===== config.mk =====
export PLATFORM = sky130hd
export DESIGN_NAME = fvp_poller
export DESIGN_NICKNAME = d
export VERILOG_FILES = /design/src/hdl/fvp_pkg.sv /design/src/hdl/fvp_poller.sv
export VERILOG_INCLUDE_DIRS = /design/src /design/src/hdl
export SDC_FILE = /design/constraint.sdc
export NUM_CORES = 2
export LEC_CHECK = 0
export ABC_AREA = 1
export BUFFER_PORTS_ARGS = -buffer_cell sky130_fd_sc_hd__buf_4
export CAP_MARGIN = 25
export CORE_AREA = 2 2 289 291
export DETAILED_ROUTE_END_ITERATION = 8
export DIE_AREA = 0 0 291 293
export PLACE_DENSITY_LB_ADDON = 0.1
export SETUP_SLACK_MARGIN = 0.15
export SKIP_CTS_REPAIR_TIMING = 1
export SLEW_MARGIN = 30
export SYNTH_ARGS = -nofsm -noshare
export SYNTH_HDL_FRONTEND = slang
export SYNTH_SLANG_ARGS = --single-unit
export TNS_END_PERCENT = 5

===== constraint.sdc =====
create_clock -name clk_i -period 2.6 [get_ports clk_i]
set_input_delay 0 -clock clk_i [delete_from_list [all_inputs] [get_ports clk_i]]
set_output_delay 0 -clock clk_i [all_outputs]
set_load 0.03 [all_outputs]

===== src/hdl/fvp_map.svh =====
// offsets, field positions, reset values and timing figures of the variable poller
// assumes a 40 MHz system clock and a byte-addressed classic wishbone bus
`ifndef FVP_MAP_SVH
`define FVP_MAP_SVH

// ----------------------------------------------------------------
// sizes
// ----------------------------------------------------------------
`define FVP_NUM_CHAN 4
`define FVP_NUM_VAR 4
`define FVP_NUM_REC 16

// ----------------------------------------------------------------
// timing
// ----------------------------------------------------------------
`define FVP_CLK_HZ 40000000
`define FVP_RESERVE_MS 2000

// ----------------------------------------------------------------
// register offsets (byte addresses)
// ----------------------------------------------------------------
`define FVP_ADR_CTRL 8'h00
`define FVP_ADR_STATUS 8'h04
`define FVP_REC_BASE_BIT 7
`define FVP_RECORD_ID 8'h79

// ----------------------------------------------------------------
// control fields
// ----------------------------------------------------------------
`define FVP_CTRL_EN_LSB 0
`define FVP_CTRL_REV7_LSB 4

// ----------------------------------------------------------------
// commands and response codes
// ----------------------------------------------------------------
`define FVP_CMD_READ_DYN 8'h03
`define FVP_CMD_READ_DVS 8'h09
`define FVP_RC_UPDATE_ERR 8'h08
`define FVP_RC_ACCESS_RESTR 8'h10

// ----------------------------------------------------------------
// status byte fields
// ----------------------------------------------------------------
`define FVP_S1_COMM_ERR 7
`define FVP_S2_DEV_ERR 7
`define FVP_S2_CFG_CHANGED 6
`define FVP_S2_COLD_START 5
`define FVP_S2_MORE_STATUS 4
`define FVP_S2_FIXED_CUR 3
`define FVP_S2_CUR_SAT 2
`define FVP_S2_SEC_LIMIT 1
`define FVP_S2_PRI_RANGE 0
`define FVP_DVS_PROC_MSB 7
`define FVP_DVS_LIM_MSB 5
`define FVP_DVS_MORE 3

// ----------------------------------------------------------------
// quality codes
// ----------------------------------------------------------------
`define FVP_Q_GOOD 8'h80
`define FVP_Q_UNCERTAIN 8'h78
`define FVP_Q_UPDATE_ERR 8'h84
`define FVP_Q_ACCESS_RESTR 8'h24
`define FVP_Q_COMM_ERR 8'h23
`define FVP_Q_INIT 8'h37
`define FVP_Q_VIA_CMD3 8'h40
`define FVP_Q_GOOD_LIM 8'h88
`define FVP_Q_BAD 8'h28
`define FVP_Q_POOR 8'h68
`define FVP_Q_MANUAL 8'h78
`define FVP_Q_MORE 8'h88

`endif


===== src/hdl/fvp_pkg.sv =====
// types of the variable poller: controller states and the registered state record
// assumes fvp_map.svh is on the include path
`include "fvp_map.svh"

package fvp_pkg;

  typedef enum logic [1:0] {
    FVP_IDLE,
    FVP_POLL_WAIT,
    FVP_EXT_WAIT
  } fvp_state_type;

  typedef struct packed {
    fvp_state_type st;
    logic prefer_ext;
    logic res_active;
    logic [1:0] res_chan;
    logic [31:0] res_timer;
    logic [1:0] poll_chan;
    logic poll_req;
    logic [7:0] poll_cmd;
    logic [3:0] chan_en;
    logic [3:0] chan_rev7;
    logic wb_ack;
    logic [31:0] wb_dat;
    logic [`FVP_NUM_REC-1:0][31:0] rec_val;
    logic [`FVP_NUM_REC-1:0][7:0] rec_q;
  } fvp_regs_type;

endpackage


===== src/hdl/fvp_poller.sv =====
// variable poller of a four-channel field-instrument analog input: reservation, polling, quality
// assumes one 40 MHz clock, a classic wishbone master, and a link engine that carries the
// selected command to the instrument and returns one reply per command
`timescale 1ns/1ps
`default_nettype none
`include "fvp_map.svh"

module fvp_poller #(
  parameter int unsigned RESERVE_CYCLES = `FVP_RESERVE_MS * (`FVP_CLK_HZ / 1000)
) (
  input wire logic clk_i,                 // system clock, 40 MHz
  input wire logic rst_i,                 // synchronous reset, active high
  input wire logic wb_cyc_i,              // wishbone cycle
  input wire logic wb_stb_i,              // wishbone strobe
  input wire logic wb_we_i,               // wishbone write
  input wire logic [7:0] wb_adr_i,        // wishbone byte address
  input wire logic [3:0] wb_sel_i,        // wishbone byte enables
  input wire logic [31:0] wb_dat_i,       // wishbone write data
  output logic [31:0] wb_dat_o,           // wishbone read data
  output logic wb_ack_o,                  // wishbone acknowledge
  input wire logic cmd_req_i,             // external command pending
  input wire logic [1:0] cmd_chan_i,      // channel of the external command
  input wire logic successive_command_flag_i, // external command is part of a sequence
  output logic cmd_ack_o,                 // external command taken for sending
  output logic cmd_rej_o,                 // external command refused
  output logic poll_req_o,                // own poll command issued
  output logic [1:0] poll_chan_o,         // channel of the poll
  output logic [7:0] poll_cmd_o,          // poll command number
  input wire logic rsp_valid_i,           // reply to the outstanding command
  input wire logic rsp_comm_err_i,        // link reported a communication error
  input wire logic rsp_via_cmd3_i,        // rev 7+ reply had to come from command 3
  input wire logic [7:0] rsp_code_i,      // response code of the reply
  input wire logic [7:0] rsp_status1_i,   // first status byte
  input wire logic [7:0] rsp_status2_i,   // second status byte
  input wire logic [3:0] rsp_var_present_i, // variable exists, one bit per variable
  input wire logic [127:0] rsp_value_i,   // four real values, variable 0 lowest
  input wire logic [31:0] rsp_dvs_i,      // four per_variable_status bytes
  input wire logic [3:0] failover_i       // redundancy failover put channel into standby
);

  // ----------------------------------------------------------------
  // quality code forming
  // ----------------------------------------------------------------
  function automatic logic [7:0] qual_calc(input logic rev7, input logic via_cmd3,
                                           input logic comm, input logic present,
                                           input logic [7:0] rc, input logic [7:0] s2,
                                           input logic [7:0] per_variable_status);
    logic [1:0] lim;
    logic [1:0] proc_st;
    lim = per_variable_status[`FVP_DVS_LIM_MSB -: 2];
    proc_st = per_variable_status[`FVP_DVS_PROC_MSB -: 2];
    // errors and response codes come first so a good status never masks them
    if (comm || !present) begin
      qual_calc = `FVP_Q_COMM_ERR;
    end else if (rc == `FVP_RC_ACCESS_RESTR) begin
      qual_calc = `FVP_Q_ACCESS_RESTR;
    end else if (rc == `FVP_RC_UPDATE_ERR) begin
      qual_calc = `FVP_Q_UPDATE_ERR;
    end else if (rev7) begin
      if (via_cmd3) begin
        qual_calc = `FVP_Q_VIA_CMD3;
      end else if (proc_st == 2'b00) begin
        qual_calc = `FVP_Q_BAD | {6'h00, lim};
      end else if (proc_st == 2'b01) begin
        qual_calc = `FVP_Q_POOR | {6'h00, lim};
      end else if (proc_st == 2'b10) begin
        qual_calc = `FVP_Q_MANUAL | {6'h00, lim};
      end else if (per_variable_status[`FVP_DVS_MORE]) begin
        qual_calc = `FVP_Q_MORE | {6'h00, lim};
      end else if (lim == 2'b00) begin
        qual_calc = `FVP_Q_GOOD;
      end else begin
        qual_calc = `FVP_Q_GOOD_LIM | {6'h00, lim};
      end
    end else if (s2[`FVP_S2_MORE_STATUS] || s2[`FVP_S2_CUR_SAT] ||
                 s2[`FVP_S2_SEC_LIMIT] || s2[`FVP_S2_PRI_RANGE]) begin
      qual_calc = `FVP_Q_UNCERTAIN;
    end else begin
      // configuration changed, cold start, fixed current and device error stay good
      qual_calc = `FVP_Q_GOOD;
    end
  endfunction

  // ----------------------------------------------------------------
  // state
  // ----------------------------------------------------------------
  fvp_pkg::fvp_regs_type r;
  fvp_pkg::fvp_regs_type n;
  logic acc_ext;
  logic rej_ext;
  logic wb_hit;
  logic [31:0] rd_data;
  logic [3:0] rec_idx;
  logic any_en;

  assign wb_hit = wb_cyc_i && wb_stb_i && !r.wb_ack;
  assign rec_idx = wb_adr_i[6:3];
  assign any_en = |r.chan_en;

  // ----------------------------------------------------------------
  // register read mux
  // ----------------------------------------------------------------
  always_comb begin
    if (wb_adr_i == `FVP_ADR_CTRL) begin
      rd_data = {24'h000000, r.chan_rev7, r.chan_en};
    end else if (wb_adr_i == `FVP_ADR_STATUS) begin
      rd_data = {16'h0000, `FVP_RECORD_ID, 1'b0, r.poll_chan, r.res_chan, r.res_active,
                 r.st};
    end else if (wb_adr_i[`FVP_REC_BASE_BIT] && wb_adr_i[1:0] == 2'b00) begin
      // record area: even word value, odd word quality, readable at any time
      if (wb_adr_i[2]) begin
        rd_data = {24'h000000, r.rec_q[rec_idx]};
      end else begin
        rd_data = r.rec_val[rec_idx];
      end
    end else begin
      rd_data = 32'h00000000;
    end
  end

  // ----------------------------------------------------------------
  // next state
  // ----------------------------------------------------------------
  always_comb begin
    logic found;
    logic [1:0] pick;
    logic [1:0] cand;
    logic [3:0] base;
    n = r;
    acc_ext = 1'b0;
    rej_ext = 1'b0;
    found = 1'b0;
    pick = 2'b00;
    cand = 2'b00;
    base = 4'h0;
    n.wb_ack = 1'b0;
    n.poll_req = 1'b0;

    // bus slave: every access is answered one cycle later, unmapped reads give zero
    if (wb_hit) begin
      n.wb_ack = 1'b1;
      n.wb_dat = rd_data;
      if (wb_we_i && wb_adr_i == `FVP_ADR_CTRL && wb_sel_i[0]) begin
        n.chan_en = wb_dat_i[`FVP_CTRL_EN_LSB +: 4];
        n.chan_rev7 = wb_dat_i[`FVP_CTRL_REV7_LSB +: 4];
      end
    end

    // reservation window runs out two seconds after the last flagged command
    if (r.res_active) begin
      if (r.res_timer <= 32'd1) begin
        n.res_active = 1'b0;
        n.res_timer = 32'h00000000;
      end else begin
        n.res_timer = r.res_timer - 32'd1;
      end
    end

    case (r.st)
      fvp_pkg::FVP_IDLE: begin
        if (cmd_req_i && r.res_active && cmd_chan_i != r.res_chan) begin
          rej_ext = 1'b1;
        end else if (cmd_req_i && (r.prefer_ext || !any_en || r.res_active)) begin
          acc_ext = 1'b1;
          n.st = fvp_pkg::FVP_EXT_WAIT;
          n.prefer_ext = 1'b0;
          if (successive_command_flag_i) begin
            n.res_active = 1'b1;
            n.res_chan = cmd_chan_i;
            n.res_timer = 32'(RESERVE_CYCLES);
          end else begin
            n.res_active = 1'b0;
            n.res_timer = 32'h00000000;
          end
        end
        // polling stops entirely while any channel is reserved
        if (!acc_ext && !rej_ext && !r.res_active && any_en) begin
          for (int k = 1; k <= `FVP_NUM_CHAN; k++) begin
            cand = r.poll_chan + 2'(k);
            if (!found && r.chan_en[cand]) begin
              found = 1'b1;
              pick = cand;
            end
          end
          n.poll_req = 1'b1;
          n.poll_chan = pick;
          n.poll_cmd = r.chan_rev7[pick] ? `FVP_CMD_READ_DVS : `FVP_CMD_READ_DYN;
          n.st = fvp_pkg::FVP_POLL_WAIT;
          n.prefer_ext = 1'b1;
        end
      end
      fvp_pkg::FVP_POLL_WAIT: begin
        if (rsp_valid_i) begin
          n.st = fvp_pkg::FVP_IDLE;
          if (!r.res_active) begin
            base = {r.poll_chan, 2'b00};
            for (int v = 0; v < `FVP_NUM_VAR; v++) begin
              n.rec_q[base + 4'(v)] = qual_calc(r.chan_rev7[r.poll_chan], rsp_via_cmd3_i,
                                                rsp_comm_err_i ||
                                                rsp_status1_i[`FVP_S1_COMM_ERR],
                                                rsp_var_present_i[v], rsp_code_i,
                                                rsp_status2_i, rsp_dvs_i[8*v +: 8]);
              // a failed read keeps the last value and only the quality tells
              if (!rsp_comm_err_i && !rsp_status1_i[`FVP_S1_COMM_ERR] &&
                  rsp_var_present_i[v]) begin
                n.rec_val[base + 4'(v)] = rsp_value_i[32*v +: 32];
              end
            end
          end
        end
      end
      fvp_pkg::FVP_EXT_WAIT: begin
        if (rsp_valid_i) begin
          n.st = fvp_pkg::FVP_IDLE;
        end
      end
      default: begin
        n.st = fvp_pkg::FVP_IDLE;
      end
    endcase

    // standby after failover overrides whatever quality the poll just wrote; the value it wrote stays
    for (int c = 0; c < `FVP_NUM_CHAN; c++) begin
      if (failover_i[c]) begin
        for (int v = 0; v < `FVP_NUM_VAR; v++) begin
          n.rec_q[4 * c + v] = `FVP_Q_INIT;
        end
      end
    end

    if (rst_i) begin
      n = '0;
      for (int i = 0; i < `FVP_NUM_REC; i++) begin
        n.rec_q[i] = `FVP_Q_INIT;
      end
    end
  end

  always_ff @(posedge clk_i) begin
    r <= n;
  end

  // ----------------------------------------------------------------
  // outputs
  // ----------------------------------------------------------------
  assign wb_ack_o = r.wb_ack;
  assign wb_dat_o = r.wb_dat;
  assign cmd_ack_o = acc_ext;
  assign cmd_rej_o = rej_ext;
  assign poll_req_o = r.poll_req;
  assign poll_chan_o = r.poll_chan;
  assign poll_cmd_o = r.poll_cmd;

  // ----------------------------------------------------------------
  // checks
  // ----------------------------------------------------------------
  a_reserve_start: assert property (@(posedge clk_i) disable iff (rst_i)
    cmd_ack_o && successive_command_flag_i && !failover_i[0]
    |=> r.res_active && r.res_chan == $past(cmd_chan_i))
    else $error("flagged command did not reserve its channel");

  a_reserve_restart: assert property (@(posedge clk_i) disable iff (rst_i)
    cmd_ack_o && successive_command_flag_i |=> r.res_timer == RESERVE_CYCLES)
    else $error("reservation window not restarted");

  a_release_plain: assert property (@(posedge clk_i) disable iff (rst_i)
    cmd_ack_o && !successive_command_flag_i |=> !r.res_active)
    else $error("unflagged command left the reservation standing");

  a_release_timeout: assert property (@(posedge clk_i) disable iff (rst_i)
    r.res_active && r.res_timer == 32'd1 && !cmd_ack_o |=> !r.res_active)
    else $error("reservation outlived its window");

  a_poll_frozen: assert property (@(posedge clk_i) disable iff (rst_i)
    r.res_active |-> ##1 !poll_req_o)
    else $error("poll issued while a channel is reserved");

  a_reject_other: assert property (@(posedge clk_i) disable iff (rst_i)
    r.st == fvp_pkg::FVP_IDLE && cmd_req_i && r.res_active && cmd_chan_i != r.res_chan
    |-> cmd_rej_o && !cmd_ack_o)
    else $error("command for another channel not refused");

  a_cmd_by_rev: assert property (@(posedge clk_i) disable iff (rst_i)
    poll_req_o |-> poll_cmd_o == (r.chan_rev7[poll_chan_o] ? 8'h09 : 8'h03))
    else $error("poll command does not match revision");

  a_comm_err_q: assert property (@(posedge clk_i) disable iff (rst_i)
    r.st == fvp_pkg::FVP_POLL_WAIT && rsp_valid_i && rsp_comm_err_i && !r.res_active &&
    failover_i == 4'h0 |=> r.rec_q[{r.poll_chan, 2'b00}] == 8'h23)
    else $error("communication error not reported as 23h");

  a_failover_init: assert property (@(posedge clk_i) disable iff (rst_i)
    failover_i[1] |=> r.rec_q[4] == 8'h37 && r.rec_q[7] == 8'h37)
    else $error("failover did not load the init quality");

  a_alternate: assert property (@(posedge clk_i) disable iff (rst_i)
    r.st == fvp_pkg::FVP_IDLE && cmd_req_i && r.prefer_ext && !r.res_active |-> cmd_ack_o)
    else $error("pending external command skipped its turn");

  a_ack_single: assert property (@(posedge clk_i) disable iff (rst_i)
    wb_ack_o |=> !wb_ack_o)
    else $error("bus acknowledge held too long");

  a_ack_answer: assert property (@(posedge clk_i) disable iff (rst_i)
    wb_cyc_i && wb_stb_i && !wb_ack_o |=> wb_ack_o)
    else $error("bus access not answered");

  a_init_quality: assert property (@(posedge clk_i) disable iff (rst_i)
    $fell(rst_i) |-> r.rec_q == {16{8'h37}})
    else $error("qualities not at init after reset");

  a_frozen_values: assert property (@(posedge clk_i) disable iff (rst_i)
    r.res_active |=> $stable(r.rec_val))
    else $error("value changed during reservation");

  a_frozen_quality: assert property (@(posedge clk_i) disable iff (rst_i)
    r.res_active && failover_i == 4'h0 |=> $stable(r.rec_q))
    else $error("quality changed during reservation");

  a_timer_bound: assert property (@(posedge clk_i) disable iff (rst_i)
    r.res_timer <= RESERVE_CYCLES && (r.res_active || r.res_timer == 32'd0))
    else $error("reservation timer out of range");

  a_poll_enabled: assert property (@(posedge clk_i) disable iff (rst_i)
    poll_req_o |-> (($past(r.chan_en) >> poll_chan_o) & 4'h1) != 4'h0)
    else $error("poll sent to a disabled channel");

  a_one_at_a_time: assert property (@(posedge clk_i) disable iff (rst_i)
    r.st != fvp_pkg::FVP_IDLE |-> !cmd_ack_o && !cmd_rej_o)
    else $error("command taken while a reply is outstanding");

  a_ack_or_reject: assert property (@(posedge clk_i) disable iff (rst_i)
    !(cmd_ack_o && cmd_rej_o))
    else $error("command both taken and refused");

  a_update_err_q: assert property (@(posedge clk_i) disable iff (rst_i)
    r.st == fvp_pkg::FVP_POLL_WAIT && rsp_valid_i && rsp_code_i == 8'h08 &&
    !rsp_comm_err_i && !rsp_status1_i[7] && rsp_var_present_i[0] && !r.res_active &&
    failover_i == 4'h0 |=> r.rec_q[{r.poll_chan, 2'b00}] == 8'h84)
    else $error("update error not reported as 84h");

  a_access_q: assert property (@(posedge clk_i) disable iff (rst_i)
    r.st == fvp_pkg::FVP_POLL_WAIT && rsp_valid_i && rsp_code_i == 8'h10 &&
    !rsp_comm_err_i && !rsp_status1_i[7] && rsp_var_present_i[0] && !r.res_active &&
    failover_i == 4'h0 |=> r.rec_q[{r.poll_chan, 2'b00}] == 8'h24)
    else $error("access restriction not reported as 24h");

endmodule // fvp_poller

`default_nettype wire


Word-level counts from Yosys, hierarchy flattened:

Cells that the tools add are included.
W data, S select, Z words.

* input port bits: 248
* output and inout port bits: 46
* register bits: 730
* logic and storage cells: 307

* reduce and logical (&&, ||, !) cells: 72
* $add $sub $neg: 7
* eq/ne operators: 18
* multiplexer cells: 148
* $lt $le $gt $ge: 15
* bitwise gates (word level): 3

Operator list (number)
* $mux W512: 13
* $bwmux W512: 4
* $bwmux W128: 4
* $mux W8: 50
* $demux W32 S4: 3
* $mux W32: 11
* $bmux W32 S4: 1
* $demux W8 S4: 3
* $mux W38: 2
* $demux W32 S2: 1
* $mux W46: 1
* $mux W4: 9
* $mux W33: 1
* $bmux W8 S4: 1
* $le A32 B1 Y1 const B: 1
* $sub A32 B1 Y32 const B: 1
* $mux W27: 1
* $lt A4 B5 Y1 const B: 5
* $mux W1: 25
* $logic_and A1 B1 Y1: 23
* $logic_not A2 Y1: 10
* $demux W8 S2: 1
* $ge A4 B1 Y1 const B: 4
* $mux W2: 8
* other kinds (27): 80

Longest topological paths before layout:

* depth in word-level cells: 34
* depth in mapped cells: 16

Worst setup path before layout:

OpenSTA, ideal clock, no wires.

* path type: register -> register
* from: register r (netlist bit poll_chan_o[0])
* to: register r (netlist bit poll_cmd_o[1])
* path buffers: 1
* arrival time: 1.872 ns
* cell stages (with the launch flop): 16
* setup slack: 0.619 ns
* clock period less this slack: 1.981 ns
* data required time: 2.491 ns
* library setup time: 0.109 ns
* path through: dfxtp_1 > inv_2 > buf_4 > ha_1 > inv_1 > nand3_2 > nand2_1 > nor2_1 > nor2_1 > nand2_2 > nand2_2 > nand2_1 > nand3_1 > nand3_1 > nand2_1 > inv_1

* word-level cells in the longest chain between the ends: 24
* elaborated cells on any way between the ends: 35

Ends and longest elaborated chain
* from (decl): line fvp_poller.sv:87 `fvp_pkg::fvp_regs_type r;`
* from (signal assigned): line fvp_poller.sv:240 `r <= n;`
* $add A2 B1 Y2: line fvp_poller.sv:179 `cand = r.poll_chan + 2'(k);`
* $bmux W1 S2: line fvp_poller.sv:180 `if (!found && r.chan_en[cand]) begin`
* $mux W1 (not written as such): line fvp_poller.sv:180
* $mux W1: line fvp_poller.sv:180
* $mux W1: line fvp_poller.sv:177 `if (!acc_ext && !rej_ext && !r.res_active && any_en) begin`
* $mux W1: line fvp_poller.sv:159 `case (r.st)`
* $logic_not A1 Y1: line fvp_poller.sv:180
* $logic_and A1 B1 Y1: line fvp_poller.sv:180
* [8 not listed]
* $logic_not A1 Y1: line fvp_poller.sv:180
* $logic_and A1 B1 Y1: line fvp_poller.sv:180
* $mux W2 (*): line fvp_poller.sv:180
* $mux W2 (*): line fvp_poller.sv:177
* $mux W2 (*): line fvp_poller.sv:159
* $bmux W1 S2 (*): line fvp_poller.sv:187 `` n.poll_cmd = r.chan_rev7[pick] ? `FVP_CMD_READ_DVS : `FVP_CMD_READ_DYN; ``
* $mux W1 (not written as such) (*): line fvp_poller.sv:187
* $mux W4 (no source line) (*)

Every way passes the cells marked *; elsewhere a longest branch is shown, timed or not. The select of a mux whose other input is x is not followed.
A chain may end at the register's enable or synchronous reset.

Worst setup path after layout:

* from: input port wb_adr_i[6]
* to: register r[675] (netlist name)

* word-level cells in the longest chain between the ends: 4

Ends and longest elaborated chain
* from (decl): line fvp_poller.sv:16 `input wire logic [7:0] wb_adr_i,`
* $logic_not A8 Y1 (no source line)
* $logic_and A1 B1 Y1 (no source line)
* $logic_and A1 B1 Y1: line fvp_poller.sv:143 `` if (wb_we_i && wb_adr_i == `FVP_ADR_CTRL && wb_sel_i[0]) begin ``
* $reduce_and A2 Y1 (no source line)

Every way passes these cells.

==> metrics.md <==
| Metric | Value |
|---|---|
| Status | `complete, but fails checks` |
| Failing checks | `negative hold slack` |
| Routed WL | `129000 µm` |
| Hold WS | `-0.0471 ns` |
| Met2 Use GR | `43.3%` |
| Top Usage Layer GRT | `met1` |
| Initial DRC count | `3722` |
| Ys async rst share | `0%` |
| Vias/cell | `5.43` |
| Number of global-route vias before repair | `29400` |
| Share of post-route cells with drive strength above 1 | `11.7%` |
| Achievable Freq | `443 MHz` |
| Clock root buffer | `clkbuf_16` |
| Post-Syn Area | `32600 µm²` |
| Count of cell types in the netlist | `45` |
| Largest net degree at the start of global routing | `224` |
| Maxcap violations | `0` |
| Leak pwr | `16.8 nW` |
| Sink Count | `725` |
| Data required time of the worst path | `3.13 ns` |
| Nets | `5152` |
| DP Wirelength | `83200 µm` |
| Hold wc startpoint | `rsp_code_i[3]` |
| Launching point of the worst reg2reg path | `r[728]` |
| Peak supply drop | `0.000449 V` |
| H-tree depth | `3` |
| Seq/Total Area, Yosys | `44.5%` |
| Seq cells post-synth | `725` |
| Area grow syn2layout | `23.0%` |
| Worst Path Arrival | `2.79 ns` |
| Die Y | `293 µm` |
| Ys flop type | `dfxtp_1` |
| Clock Skew | `0.0231 ns` |
| Fin. Hold Viols | `21` |
| CP max FO | `16` |
| HP Class | `input port to register` |
| Final setup vio count | `0` |
| GPL Wtd Cong | `0.865` |
| CP Class | `input port to register` |
| Power Total | `26.3 mW` |
| Clk buf depth | `3` |
| Via count | `32700` |
| Post-route DRC | `0` |
| FF-to-FF path depth | `8` |
| GR Util met3 | `5.04%` |
| Port buffer count | `238` |
| Filler Cell Count | `8255` |
| Clock Latency Late Sink | `0.65 ns` |
| Warnings from Yosys | `0` |
| First drt pass iteration count | `6` |
| Post-Synthesis Cells | `4616` |
| Boundary Pins | `294` |
| WHS Path Cells | `5` |
| GRT Total Usage | `29.3%` |
| Slew HR | `29.1%` |
| CTS Buf Count | `83` |
| Met1 GRT Util | `44.0%` |
| Crit path from | `wb_adr_i[6]` |
| Core area | `81800 µm²` |
| Setup crit end kind | `register` |
| Remaining antenna violation count | `0` |
| DR WL/cell | `21.5 µm` |
| Starting Density | `39.8%` |
| Die width | `291 µm` |
| CP startpoint kind | `input port` |
| GR Overflow Total | `0` |
| RSZ-0062 raised after global routing | `false` |
| Initial antenna violation count | `15` |
| PD cells | `656 nW/µm²` |
| Die Area | `85300 µm²` |
| Tightest Pin Transition | `1.06 ns` |
| Row count | `105` |
| Period minus WS final | `2.26 ns` |
| Final-report max-slew violation count | `0` |
| CTS tree | `yes` |
| Number of flops mapped to enable cells by yosys | `0` |
| First-pass GRT wire length | `191000 µm` |
| Clock-pin slew on the worst setup and hold paths | `0.06 ns` |
| Post-Syn Area per Cell | `7.06 µm²` |
| Crit share post-route | `86.8%` |
| Setup TNS Final | `0 ns` |
-- critical path, cell delays in order --
cell	delay [ns]
dlygate4sd3_1	0.59
buf_4	0.22
inv_1	0.07
nand2_1	0.08
nor3_2	0.17
nand4_1	0.25
clkinv_1	0.14
nand4_2	0.29
o21ai_0	0.34
a21oi_1	0.07
dlygate4sd3_1	0.56
-- layout make-up --
class,count,area (µm²),area share [%]
clock inverter,31,464,1.16
inverter,276,1050,2.61
tap,1070,1340,3.34
antenna,8,20.0,0.0500
timing repair buffer,544,4870,12.2
clock buffer,120,2420,6.04
sequential,725,14500,36.2
multi-input combinational,3242,15400,38.4
-- power breakdown --
part           internal (mW)  switching, mW
combinational          0.904           1.64
clock                   7.56           4.97
sequential              11.2         0.0439
total                   19.6           6.65
-- layout by cell type, fill, tap and decap left out, types with 7 or more instances in the layout --
cell type	count
ha_1	32
dfxtp_1	724
clkbuf_1	19
buf_4	344
nor2_1	1042
diode_2	8
xor2_1	21
bufinv_16	11
inv_2	16
nand2_2	8
dlygate4sd3_1	170
clkinv_2	15
xnor2_1	9
clkbuf_8	17
clkinv_1	7
nor2_2	17
inv_1	251
a21oi_1	380
o22ai_1	70
buf_12	28
nand2_1	406
nand3_1	181
o21ai_1	37
nand4_1	24
o221ai_1	7
o211ai_1	94
clkbuf_16	85
o21ai_0	853
-- stage by stage --
stage | cells | cell area [µm²] | utilization (%) | setup WS, ns
2_1_floorplan | 4620 | 32600 | - | 0.619
3_3_place_gp | 5687 | 35500 | 43.3 | 0.362
3_5_place_dp | 5687 | 35500 | 43.3 | 0.337
4_1_cts | 5838 | 38300 | 46.8 | 0.294
5_1_grt | 6010 | 40000 | 48.9 | 0.176
6_report | 6016 | 40100 | 48.9 | 0.343
-- registers in the layout, indices dropped and copies added, names as in the netlist --
name and cells:
r 686, wb_dat_o 32, poll_cmd_o 3, poll_chan_o 2, poll_req_o 1, wb_ack_o 1
-- worst paths after layout --
| check | end | slack (ns) |
|---|---|---|
| hold / removal | r[31] | -0.05 |
| setup reg to reg | r[155] | 0.37 |
| hold reg to reg | r[481] | 0.45 |
| setup / recovery | r[675] | 0.34 |
-- layer usage --
layer / part of all wire [%] / vias up
met5: 0.077 / -
met1: 47 / 15300
met4: 1.5 / 16
met3: 8.9 / 151
li1: - / 15800
met2: 42 / 1361
-- synthesized netlist by cell type, types with 3 or more instances --
library cell     n  share of area (%)
nand2_2          8               0.15
nand3_1        181                2.8
clkinv_1         7              0.081
a21oi_1        380                5.8
buf_4           46                1.1
nand2_1        406                4.7
clkbuf_1       239                2.8
buf_6            3               0.10
buf_2           72                1.1
o22ai_1         70                1.3
or2_1            3              0.058
a31oi_1          6               0.12
dfxtp_1        725                 45
o21ai_2          5               0.13
o221ai_1         7               0.19
nor3_1           6              0.092
xnor2_1          9               0.24
ha_1            32                1.2
nor2_1        1051                 12
nand4_1         24               0.46
xor2_1          21               0.56
o211ai_1        94                2.2
a22oi_1          3              0.069
nand2_4          3               0.10
nor4_1           6               0.12
o21ai_1         36               0.55
inv_1          255                2.9
buf_1           17               0.20
nor2_2          11               0.21
o21ai_0        854                 13
inv_2           14               0.16
a21oi_2          3              0.081
-- logic make-up after synthesis --
kind of cell | after synthesis | synth area share [%]
AO/OA/AOI/OAI | 1462 | 23.7
XOR/XNOR | 30 | 0.806
adder cells (fa/ha/maj) | 32 | 1.23
buffers and inverters | 653 | 8.40
flip-flops | 725 | 44.5
other | 1 | 0.0115
AND/OR/NAND/NOR | 1713 | 21.3
Note: power is estimated with default switching activity, not from simulation.
